$ cat src/design/mfp_pkg.sv
// Package for the multifunction pin mapper: codes, register map, field layout
package mfp_pkg;

  // ==========================================================================
  // Input function codes
  localparam logic [3:0] FN_LOAD = 4'h8;
  localparam logic [3:0] FN_FUNCGEN = 4'h9;
  localparam logic [3:0] FN_MARGIN = 4'ha;
  localparam logic [3:0] FN_RESET = 4'hb;
  localparam logic [3:0] FN_NVMPROG = 4'hc;
  localparam logic [3:0] FN_REGLOCK = 4'hd;

  // ==========================================================================
  // Output status codes
  localparam logic [3:0] ST_NONVOLATILE_BUSY_FLAG = 4'h1;
  localparam logic [3:0] ST_CH_BUSY0 = 4'h4;
  localparam logic [3:0] ST_WIN0 = 4'h8;

  // ==========================================================================
  // Register byte offsets
  localparam logic [11:0] OFF_CONFIG = 12'h000;
  localparam logic [11:0] OFF_STATUS = 12'h004;
  localparam logic [11:0] OFF_SWTRIG = 12'h008;

  // Config field positions
  localparam int POS_IFS = 0;
  localparam int POS_CSM = 4;
  localparam int POS_OSS = 8;
  localparam int POS_OEN = 12;
  localparam int POS_IEN = 13;
  localparam int POS_NVRST = 14;

  // Reset values
  localparam logic [14:0] CONFIG_RST = 15'h0000;
  localparam logic GATE_RST = 1'b0;
  // Cycles after reset before the pin chain holds real samples
  localparam logic [2:0] SYNC_FILL = 3'h4;

  // ==========================================================================
  // Carriers
  typedef struct packed {
    logic [3:0] load;
    logic [3:0] func_start;
    logic [3:0] func_stop;
    logic [3:0] margin_high;
    logic [3:0] margin_low;
  } mfp_chan_trig_s;

  typedef struct packed {
    logic device_reset;
    logic nvm_prog_allow;
    logic reg_write_allow;
  } mfp_global_s;

endpackage

$ cat src/design/mfp_pin_mapper.sv
// Multifunction pin mapper with APB register slave
//
// Register access over APB and the register offsets were decided locally.
`timescale 1ns/100ps

//
// Contract
// RL1: Code 1000: falling edge loads selected channels; rising does nothing.
// RL2: Code 1001 falling stops, rising starts generator; 1010 falling margin-low, rising high.
// RL3: Code 1011: low pulse resets device; mapping kept in nonvolatile copy across resets.
// RL4: Code 1100 falling allows, rising blocks NVM programming; 1101 falling allows writes.
// RL5: Code 1101 rising blocks register writes except unlock field and two-wire reset field.
// RL6: Output pin shows Nonvolatile_busy_flag, channel busy or window result per status code.
// RL7: Input enable makes pin input, output enable makes output; default no function.
// RL8: After boot sample pin level once and run command; afterwards only edges.
// RL9: Mapped input function disables matching software trigger bit.
// RL10: Pin synchronised through flip-flops before edge or pulse detection.
module mfp_pin_mapper
  import mfp_pkg::*;
(
  // Clock and reset
  input wire logic mclk,
  input wire logic resetn,
  input wire logic clk_en,
  // APB slave
  input wire logic psel,
  input wire logic penable,
  input wire logic pwrite,
  input wire logic [11:0] paddr,
  input wire logic [31:0] pwdata,
  output logic [31:0] prdata,
  output logic pready,
  output logic pslverr,
  // Persistent configuration copy and write-path qualifiers
  input wire logic [14:0] nv_config,
  input wire logic nv_valid,
  input wire logic wr_is_unlock,
  input wire logic wr_is_twowire_reset,
  // Status sources
  input wire logic nonvolatile_busy_flag,
  input wire logic [3:0] chan_busy,
  input wire logic [3:0] window_result,
  // Pin
  input wire logic pin_i,
  output logic pin_o,
  output logic pin_oe,
  // Function outputs
  output mfp_chan_trig_s chan_trig,
  output mfp_global_s global_ctl,
  output logic reg_write_ok
);

  // ==========================================================================
  // Configuration register
  logic [14:0] config_q;
  logic [19:0] swtrig_q;
  logic boot_done;
  logic [3:0] input_function_select;
  logic [3:0] channel_select_mask;
  logic [3:0] output_status_select;
  logic pin_output_enable;
  logic pin_input_enable;

  assign input_function_select = config_q[POS_IFS +: 4];
  assign channel_select_mask = config_q[POS_CSM +: 4];
  assign output_status_select = config_q[POS_OSS +: 4];
  assign pin_output_enable = config_q[POS_OEN];
  assign pin_input_enable = config_q[POS_IEN];

  // ==========================================================================
  // APB decode
  wire apb_wr = psel && penable && pwrite;
  wire sel_cfg = (paddr == OFF_CONFIG);
  wire sel_sts = (paddr == OFF_STATUS);
  wire sel_swt = (paddr == OFF_SWTRIG);
  wire addr_ok = sel_cfg || sel_sts || sel_swt;
  logic lock_active;
  // Lock blocks config writes unless the write targets an exempt field
  wire wr_allowed = !lock_active || wr_is_unlock || wr_is_twowire_reset; // [RL5]
  wire cfg_wr = apb_wr && sel_cfg && wr_allowed;
  wire swt_wr = apb_wr && sel_swt && wr_allowed;

  assign pready = 1'b1;
  assign pslverr = psel && penable && (!addr_ok || (pwrite && !wr_allowed && !sel_sts));
  assign reg_write_ok = wr_allowed;

  wire [31:0] status_word = {22'h000000, lock_active, window_result, chan_busy, nonvolatile_busy_flag};
  wire [31:0] rd_mux = sel_cfg ? {17'h00000, config_q} :
                       sel_sts ? status_word : 32'h00000000;

  always_ff @(posedge mclk or negedge resetn) begin
    if (!resetn) begin
      prdata <= 32'h00000000;
    end else if (clk_en && psel && !penable && !pwrite) begin
      prdata <= rd_mux;
    end
  end

  // Config reload from persistent copy after reset, so a reset mapping survives
  always_ff @(posedge mclk or negedge resetn) begin
    if (!resetn) begin
      config_q <= CONFIG_RST; // [RL7]
    end else if (clk_en) begin
      if (!boot_done && nv_valid) begin
        config_q <= nv_config; // [RL3]
      end else if (cfg_wr) begin
        config_q <= pwdata[14:0];
      end
    end
  end

  // ==========================================================================
  // Pin synchroniser
  logic sync1, sync2, sync3, pin_level;
  logic [2:0] fill;
  // Edges count only once the chain holds real samples: no false edge after reset
  wire primed = (fill == SYNC_FILL);
  always_ff @(posedge mclk or negedge resetn) begin
    if (!resetn) begin
      sync1 <= 1'b1;
      sync2 <= 1'b1;
      sync3 <= 1'b1;
      pin_level <= 1'b1;
      fill <= 3'h0;
    end else if (clk_en) begin
      sync1 <= pin_i; // [RL10]
      sync2 <= sync1;
      sync3 <= sync2;
      if (!primed) fill <= fill + 3'h1;
      if (!primed || sync2 == sync3) begin
        pin_level <= sync3;
      end
    end
  end

  wire stable = primed && (sync2 == sync3);
  wire rise = stable && sync3 && !pin_level;
  wire fall = stable && !sync3 && pin_level;

  // ==========================================================================
  // Boot sample: one level-based command after configuration settles
  logic boot_fire, boot_pend;
  always_ff @(posedge mclk or negedge resetn) begin
    if (!resetn) begin
      boot_done <= 1'b0;
      boot_pend <= 1'b0;
      boot_fire <= 1'b0;
    end else if (clk_en) begin
      boot_fire <= 1'b0;
      if (!boot_done && nv_valid) begin
        boot_done <= 1'b1;
        boot_pend <= 1'b1;
      end else if (boot_pend && primed) begin
        // Wait for a real pin sample, not the chain's reset value
        boot_pend <= 1'b0;
        boot_fire <= 1'b1; // [RL8]
      end
    end
  end

  wire input_mode = pin_input_enable && !pin_output_enable; // [RL7]
  wire ev_fall = input_mode && (fall || (boot_fire && !pin_level)); // [RL8]
  wire ev_rise = input_mode && (rise || (boot_fire && pin_level));

  wire is_load = (input_function_select == FN_LOAD);
  wire is_fgen = (input_function_select == FN_FUNCGEN);
  wire is_marg = (input_function_select == FN_MARGIN);
  wire is_rst = (input_function_select == FN_RESET);
  wire is_nvm = (input_function_select == FN_NVMPROG);
  wire is_lock = (input_function_select == FN_REGLOCK);

  // ==========================================================================
  // Trigger generation: pin events or software triggers when not pin-mapped
  logic [19:0] next_trig;
  logic [19:0] swtrig_eff;
  logic [3:0] m;
  always_comb begin
    m = channel_select_mask;
    swtrig_eff = swtrig_q;
    if (input_mode && is_load) swtrig_eff[19:16] = 4'h0; // [RL9]
    if (input_mode && is_fgen) swtrig_eff[15:8] = 8'h00; // [RL9]
    if (input_mode && is_marg) swtrig_eff[7:0] = 8'h00; // [RL9]
    next_trig = swtrig_eff;
    if (ev_fall && is_load) next_trig[19:16] = m; // [RL1]
    if (ev_rise && is_fgen) next_trig[15:12] = m; // [RL2]
    if (ev_fall && is_fgen) next_trig[11:8] = m; // [RL2]
    if (ev_rise && is_marg) next_trig[7:4] = m; // [RL2]
    if (ev_fall && is_marg) next_trig[3:0] = m; // [RL2]
  end

  always_ff @(posedge mclk or negedge resetn) begin
    if (!resetn) begin
      swtrig_q <= 20'h00000;
      chan_trig <= '0;
    end else if (clk_en) begin
      swtrig_q <= swt_wr ? pwdata[19:0] : 20'h00000;
      chan_trig <= next_trig;
    end
  end

  // ==========================================================================
  // Global controls
  logic nvm_allow, dev_reset;
  always_ff @(posedge mclk or negedge resetn) begin
    if (!resetn) begin
      nvm_allow <= GATE_RST;
      lock_active <= GATE_RST;
      dev_reset <= 1'b0;
    end else if (clk_en) begin
      // Reset held for the low pulse; released by the rising edge
      if (input_mode && is_rst && ev_fall) dev_reset <= 1'b1; // [RL3]
      else if (rise || !(input_mode && is_rst)) dev_reset <= 1'b0;
      if (input_mode && is_nvm && ev_fall) nvm_allow <= 1'b1; // [RL4]
      else if (input_mode && is_nvm && ev_rise) nvm_allow <= 1'b0; // [RL4]
      if (input_mode && is_lock && ev_fall) lock_active <= 1'b0; // [RL4]
      else if (input_mode && is_lock && ev_rise) lock_active <= 1'b1; // [RL5]
    end
  end

  assign global_ctl = '{device_reset: dev_reset, nvm_prog_allow: nvm_allow,
                        reg_write_allow: wr_allowed};

  // ==========================================================================
  // Status output
  logic next_pin_o;
  wire [3:0] ch_idx = output_status_select - ST_CH_BUSY0;
  wire [3:0] wn_idx = output_status_select - ST_WIN0;
  always_comb begin
    next_pin_o = 1'b0;
    if (output_status_select == ST_NONVOLATILE_BUSY_FLAG) next_pin_o = nonvolatile_busy_flag; // [RL6]
    else if (output_status_select[3:2] == 2'b01) next_pin_o = chan_busy[ch_idx[1:0]]; // [RL6]
    else if (output_status_select[3:2] == 2'b10) next_pin_o = window_result[wn_idx[1:0]];
  end

  always_ff @(posedge mclk or negedge resetn) begin
    if (!resetn) begin
      pin_o <= 1'b0;
      pin_oe <= 1'b0;
    end else if (clk_en) begin
      pin_o <= next_pin_o;
      pin_oe <= pin_output_enable; // [RL7]
    end
  end

endmodule // mfp_pin_mapper

$ cat config.mk
export PLATFORM = sky130hd
export DESIGN_NAME = mfp_pin_mapper
export DESIGN_NICKNAME = d
export VERILOG_FILES = /design/src/design/mfp_pkg.sv /design/src/design/mfp_pin_mapper.sv
export SDC_FILE = /design/constraint.sdc
export NUM_CORES = 1
export LEC_CHECK = 0
export BUFFER_PORTS_ARGS = -buffer_cell sky130_fd_sc_hd__clkbuf_2
export CORE_MARGIN = 1
export CORE_UTILIZATION = 54
export DETAILED_ROUTE_END_ITERATION = 7
export PLACE_DENSITY = 0.85
export SETUP_SLACK_MARGIN = 0.2
export SLEW_MARGIN = 20
export SYNTH_ARGS = -nofsm -noshare
export SYNTH_HDL_FRONTEND = slang
export SYNTH_SLANG_ARGS = --single-unit
export TNS_END_PERCENT = 30
$ cat constraint.sdc
create_clock -name mclk -period 5.95 [get_ports mclk]
set_clock_uncertainty 0.1 [all_clocks]
set_input_delay 1.19 -clock mclk [delete_from_list [all_inputs] [get_ports mclk]]
set_output_delay 1.19 -clock mclk [all_outputs]
set_load 0.1 [all_outputs]
==> reports/qor.txt <==
drt pass-1 iters: 5
initial core utilization: 56.1%
Die ar.: 0.00789 mm^2
crit-path cells: clkbuf_2, or4_4, or3_4, a221oi_1, nor2_1, clkbuf_2
WP depth: 6
grt ovf: 0
Async SR Flop Fraction: 100%
Crit path max-delay family: simple AND/OR/NAND/NOR gates
Worst Reg-to-Reg Cells: 3
worst setup margin: 1.69 ns
power per standard cell area: 324 mW/mm^2
Num Clock Sinks: 85
slew at the pin closest to its max-slew limit: 1.10 ns
Mean Syn Cell Area: 10.9 um^2
total power: 1.56 mW
worst-path fanout max: 4
RR Startpoint: boot_done
core area: 0.00725 mm^2
hold_ws: 0.363 ns
Buf/Inv on CP: 2
area post-placement: 0.00455 mm^2
via count: 3406
drt drc: 0
cts hold-fix bufs: 0
EDFF count, synth: 0
r2r endpoint: config_q[2]
worst rel slew slack: 26.8%
fin nets: 546
Clk Latency, worst-skew pair: 0.35 ns
RSZ-0062 raised after global routing: false
remaining antenna violation count: 0
Clock Pin Slew Worst Setup and Hold Paths: 0.08 ns
maximum clock rate: 235 MHz
min-delay src: boot_done
pin count of the biggest net entering global routing: 86
endpoint kind of the worst setup timing path: output pin
status: finished clean
critical path class: primary input to output pin
Finish-stage setup viols: 0
drt wl/cell: 17.7 um
max-cap violations: 0
routability cong.: 0.799
placed wire-length estimate: 6890 um
Unique masters post-synth: 50
Final Critical Period: 4.26 ns
FILL cells: 573
final critical-path share of the clock period: 71.6%
final wirelength: 10100 um
Setup WS pre-CTS: 1.69 ns
CP arrival: 2.97 ns
GR Util All Layers: 27.2%
Peak VDD IR: 171 uV
Core Rows: 31
CTS tree: built
cell area after synthesis: 0.00407 mm^2
initial antenna violation count: 0
leakage: 2.29 nW
Via density: 5.98
R2R Setup Slk: 3.62 ns
fraction of layout cells with a size suffix above 1: 33.8%
H-tree lvl count: 3
Main synth FF type: dfrtp_1
I/O pin cnt: 138
Util after Layout: 66.2%
worst hold path type: flop to flop
Cells after Synth: 374
setup TNS: 0 ns
number of global-route vias before repair: 3165
Cells after DPL: 554
n_diodes: 0
Final Cell Area: 0.00480 mm^2
total CTS buffers: 9
first-pass GRT wire length: 15900 um
Seq/Total Area, Yosys: 52.4%
Area Growth Syn to Fin: 18.1%
Buffers on Ports: 107
most common cell type on the critical path: clkbuf_2
DIE WIDTH: 88.8 um
DR iter-0 viols: 287
Yosys reg bits: 85
Ys Warns: 0
Final Hold Vio Count: 0
max incr delay on CP: 0.56 ns
Clock Tree Buf Depth: 2
hold path cells: 1
Startpoint Class: primary input
Root Buffer Master: clkbuf_8
Die H: 88.8 um
Post-CTS Setup Inserts: 0
Worst Hold Endpoint: boot_done
Slew Limit Fails: 0
CP max stage cell: or4_4
Non-Filler Instances: 570
Critical Path RT: 4.66 ns
post-CTS resize count: 0
-- cell type report --
cell class	instances	area (um^2)	share of cell area (%)
timing repair buffer	109	557	11.6
multi-input combinational	255	1720	35.9
clock inverter	7	123	2.55
inverter	6	22.5	0.469
tap	99	124	2.58
clock buffer	9	124	2.58
sequential	85	2130	44.4
-- cells in the final DEF, fill, tap and decap left out, types with 2 or more instances in the layout --
cell type     n
clkinvlp_4    2
clkbuf_8      9
or2_2         3
conb_1       18
a221o_1       9
nor3b_1       3
nand2_1       9
a21o_1        3
o221a_2      15
ha_1          2
nand2b_1      2
or3_1        18
clkbuf_2    106
and2_0        7
a21oi_1      44
inv_1         6
dfstp_2       4
mux2_2        6
nand4bb_1     2
a31oi_1       3
nor3_1        4
o22ai_1       2
nand4b_1      3
nand3_1      22
and2_1        2
nand3b_1      3
nor2b_1       3
a22o_1       26
buf_4         2
nor2_1       25
o22a_1        2
bufinv_16     3
dfrtp_1      81
-- cell families after synthesis --
group | share of synthesized area, %
other cells | 0.185
fa+ha+maj | 0.615
compound gates | 21.0
flops | 52.4
simple gates | 16.4
xor+xnor | 0.215
mux | 2.46
buf+inv | 6.73
-- registers in the layout (all words and copies together), names as in the netlist, 3 cells and up --
name and count:
chan_trig 20, swtrig_q 20, config_q 15, prdata 15, fill 3
-- per-layer routing --
layer / global-route usage, % / part of all wire [%]
met2: 43.1 / 48
met4: 8.80 / 2.0
met3: 4.66 / 7.0
met5: 0 / 0
met1: 38.3 / 43
-- Yosys cell counts, types with 7 or more instances --
cell,instances,area share [%]
a22o_1,26,5.6
clkbuf_1,20,1.8
buf_4,23,4.2
dfrtp_1,81,50
nor2_1,25,2.3
or3_1,18,2.8
nand2_1,9,0.83
and2_0,7,1.1
a21oi_1,44,5.4
nand3_1,22,2.7
o221a_2,15,4.2
a221o_1,9,2.2
-- power by group --
group	switching (mW)	internal, mW	total [mW]
logic	0.248	0.102	0.351
clock network	0.214	0.281	0.495
registers	0.0760	0.636	0.712
-- how the worst max path moves through the flow --
stage / startpoint / endpoint / slack (ns)
2_1_floorplan: wr_is_unlock / pslverr / 1.76
3_3_place_gp: paddr[1] / pslverr / 1.73
3_5_place_dp: paddr[1] / pslverr / 1.69
4_1_cts: paddr[1] / pslverr / 1.69
5_1_grt: paddr[1] / pslverr / 1.62
6_report: paddr[1] / pslverr / 1.69
(Power assumes the default switching activity.)
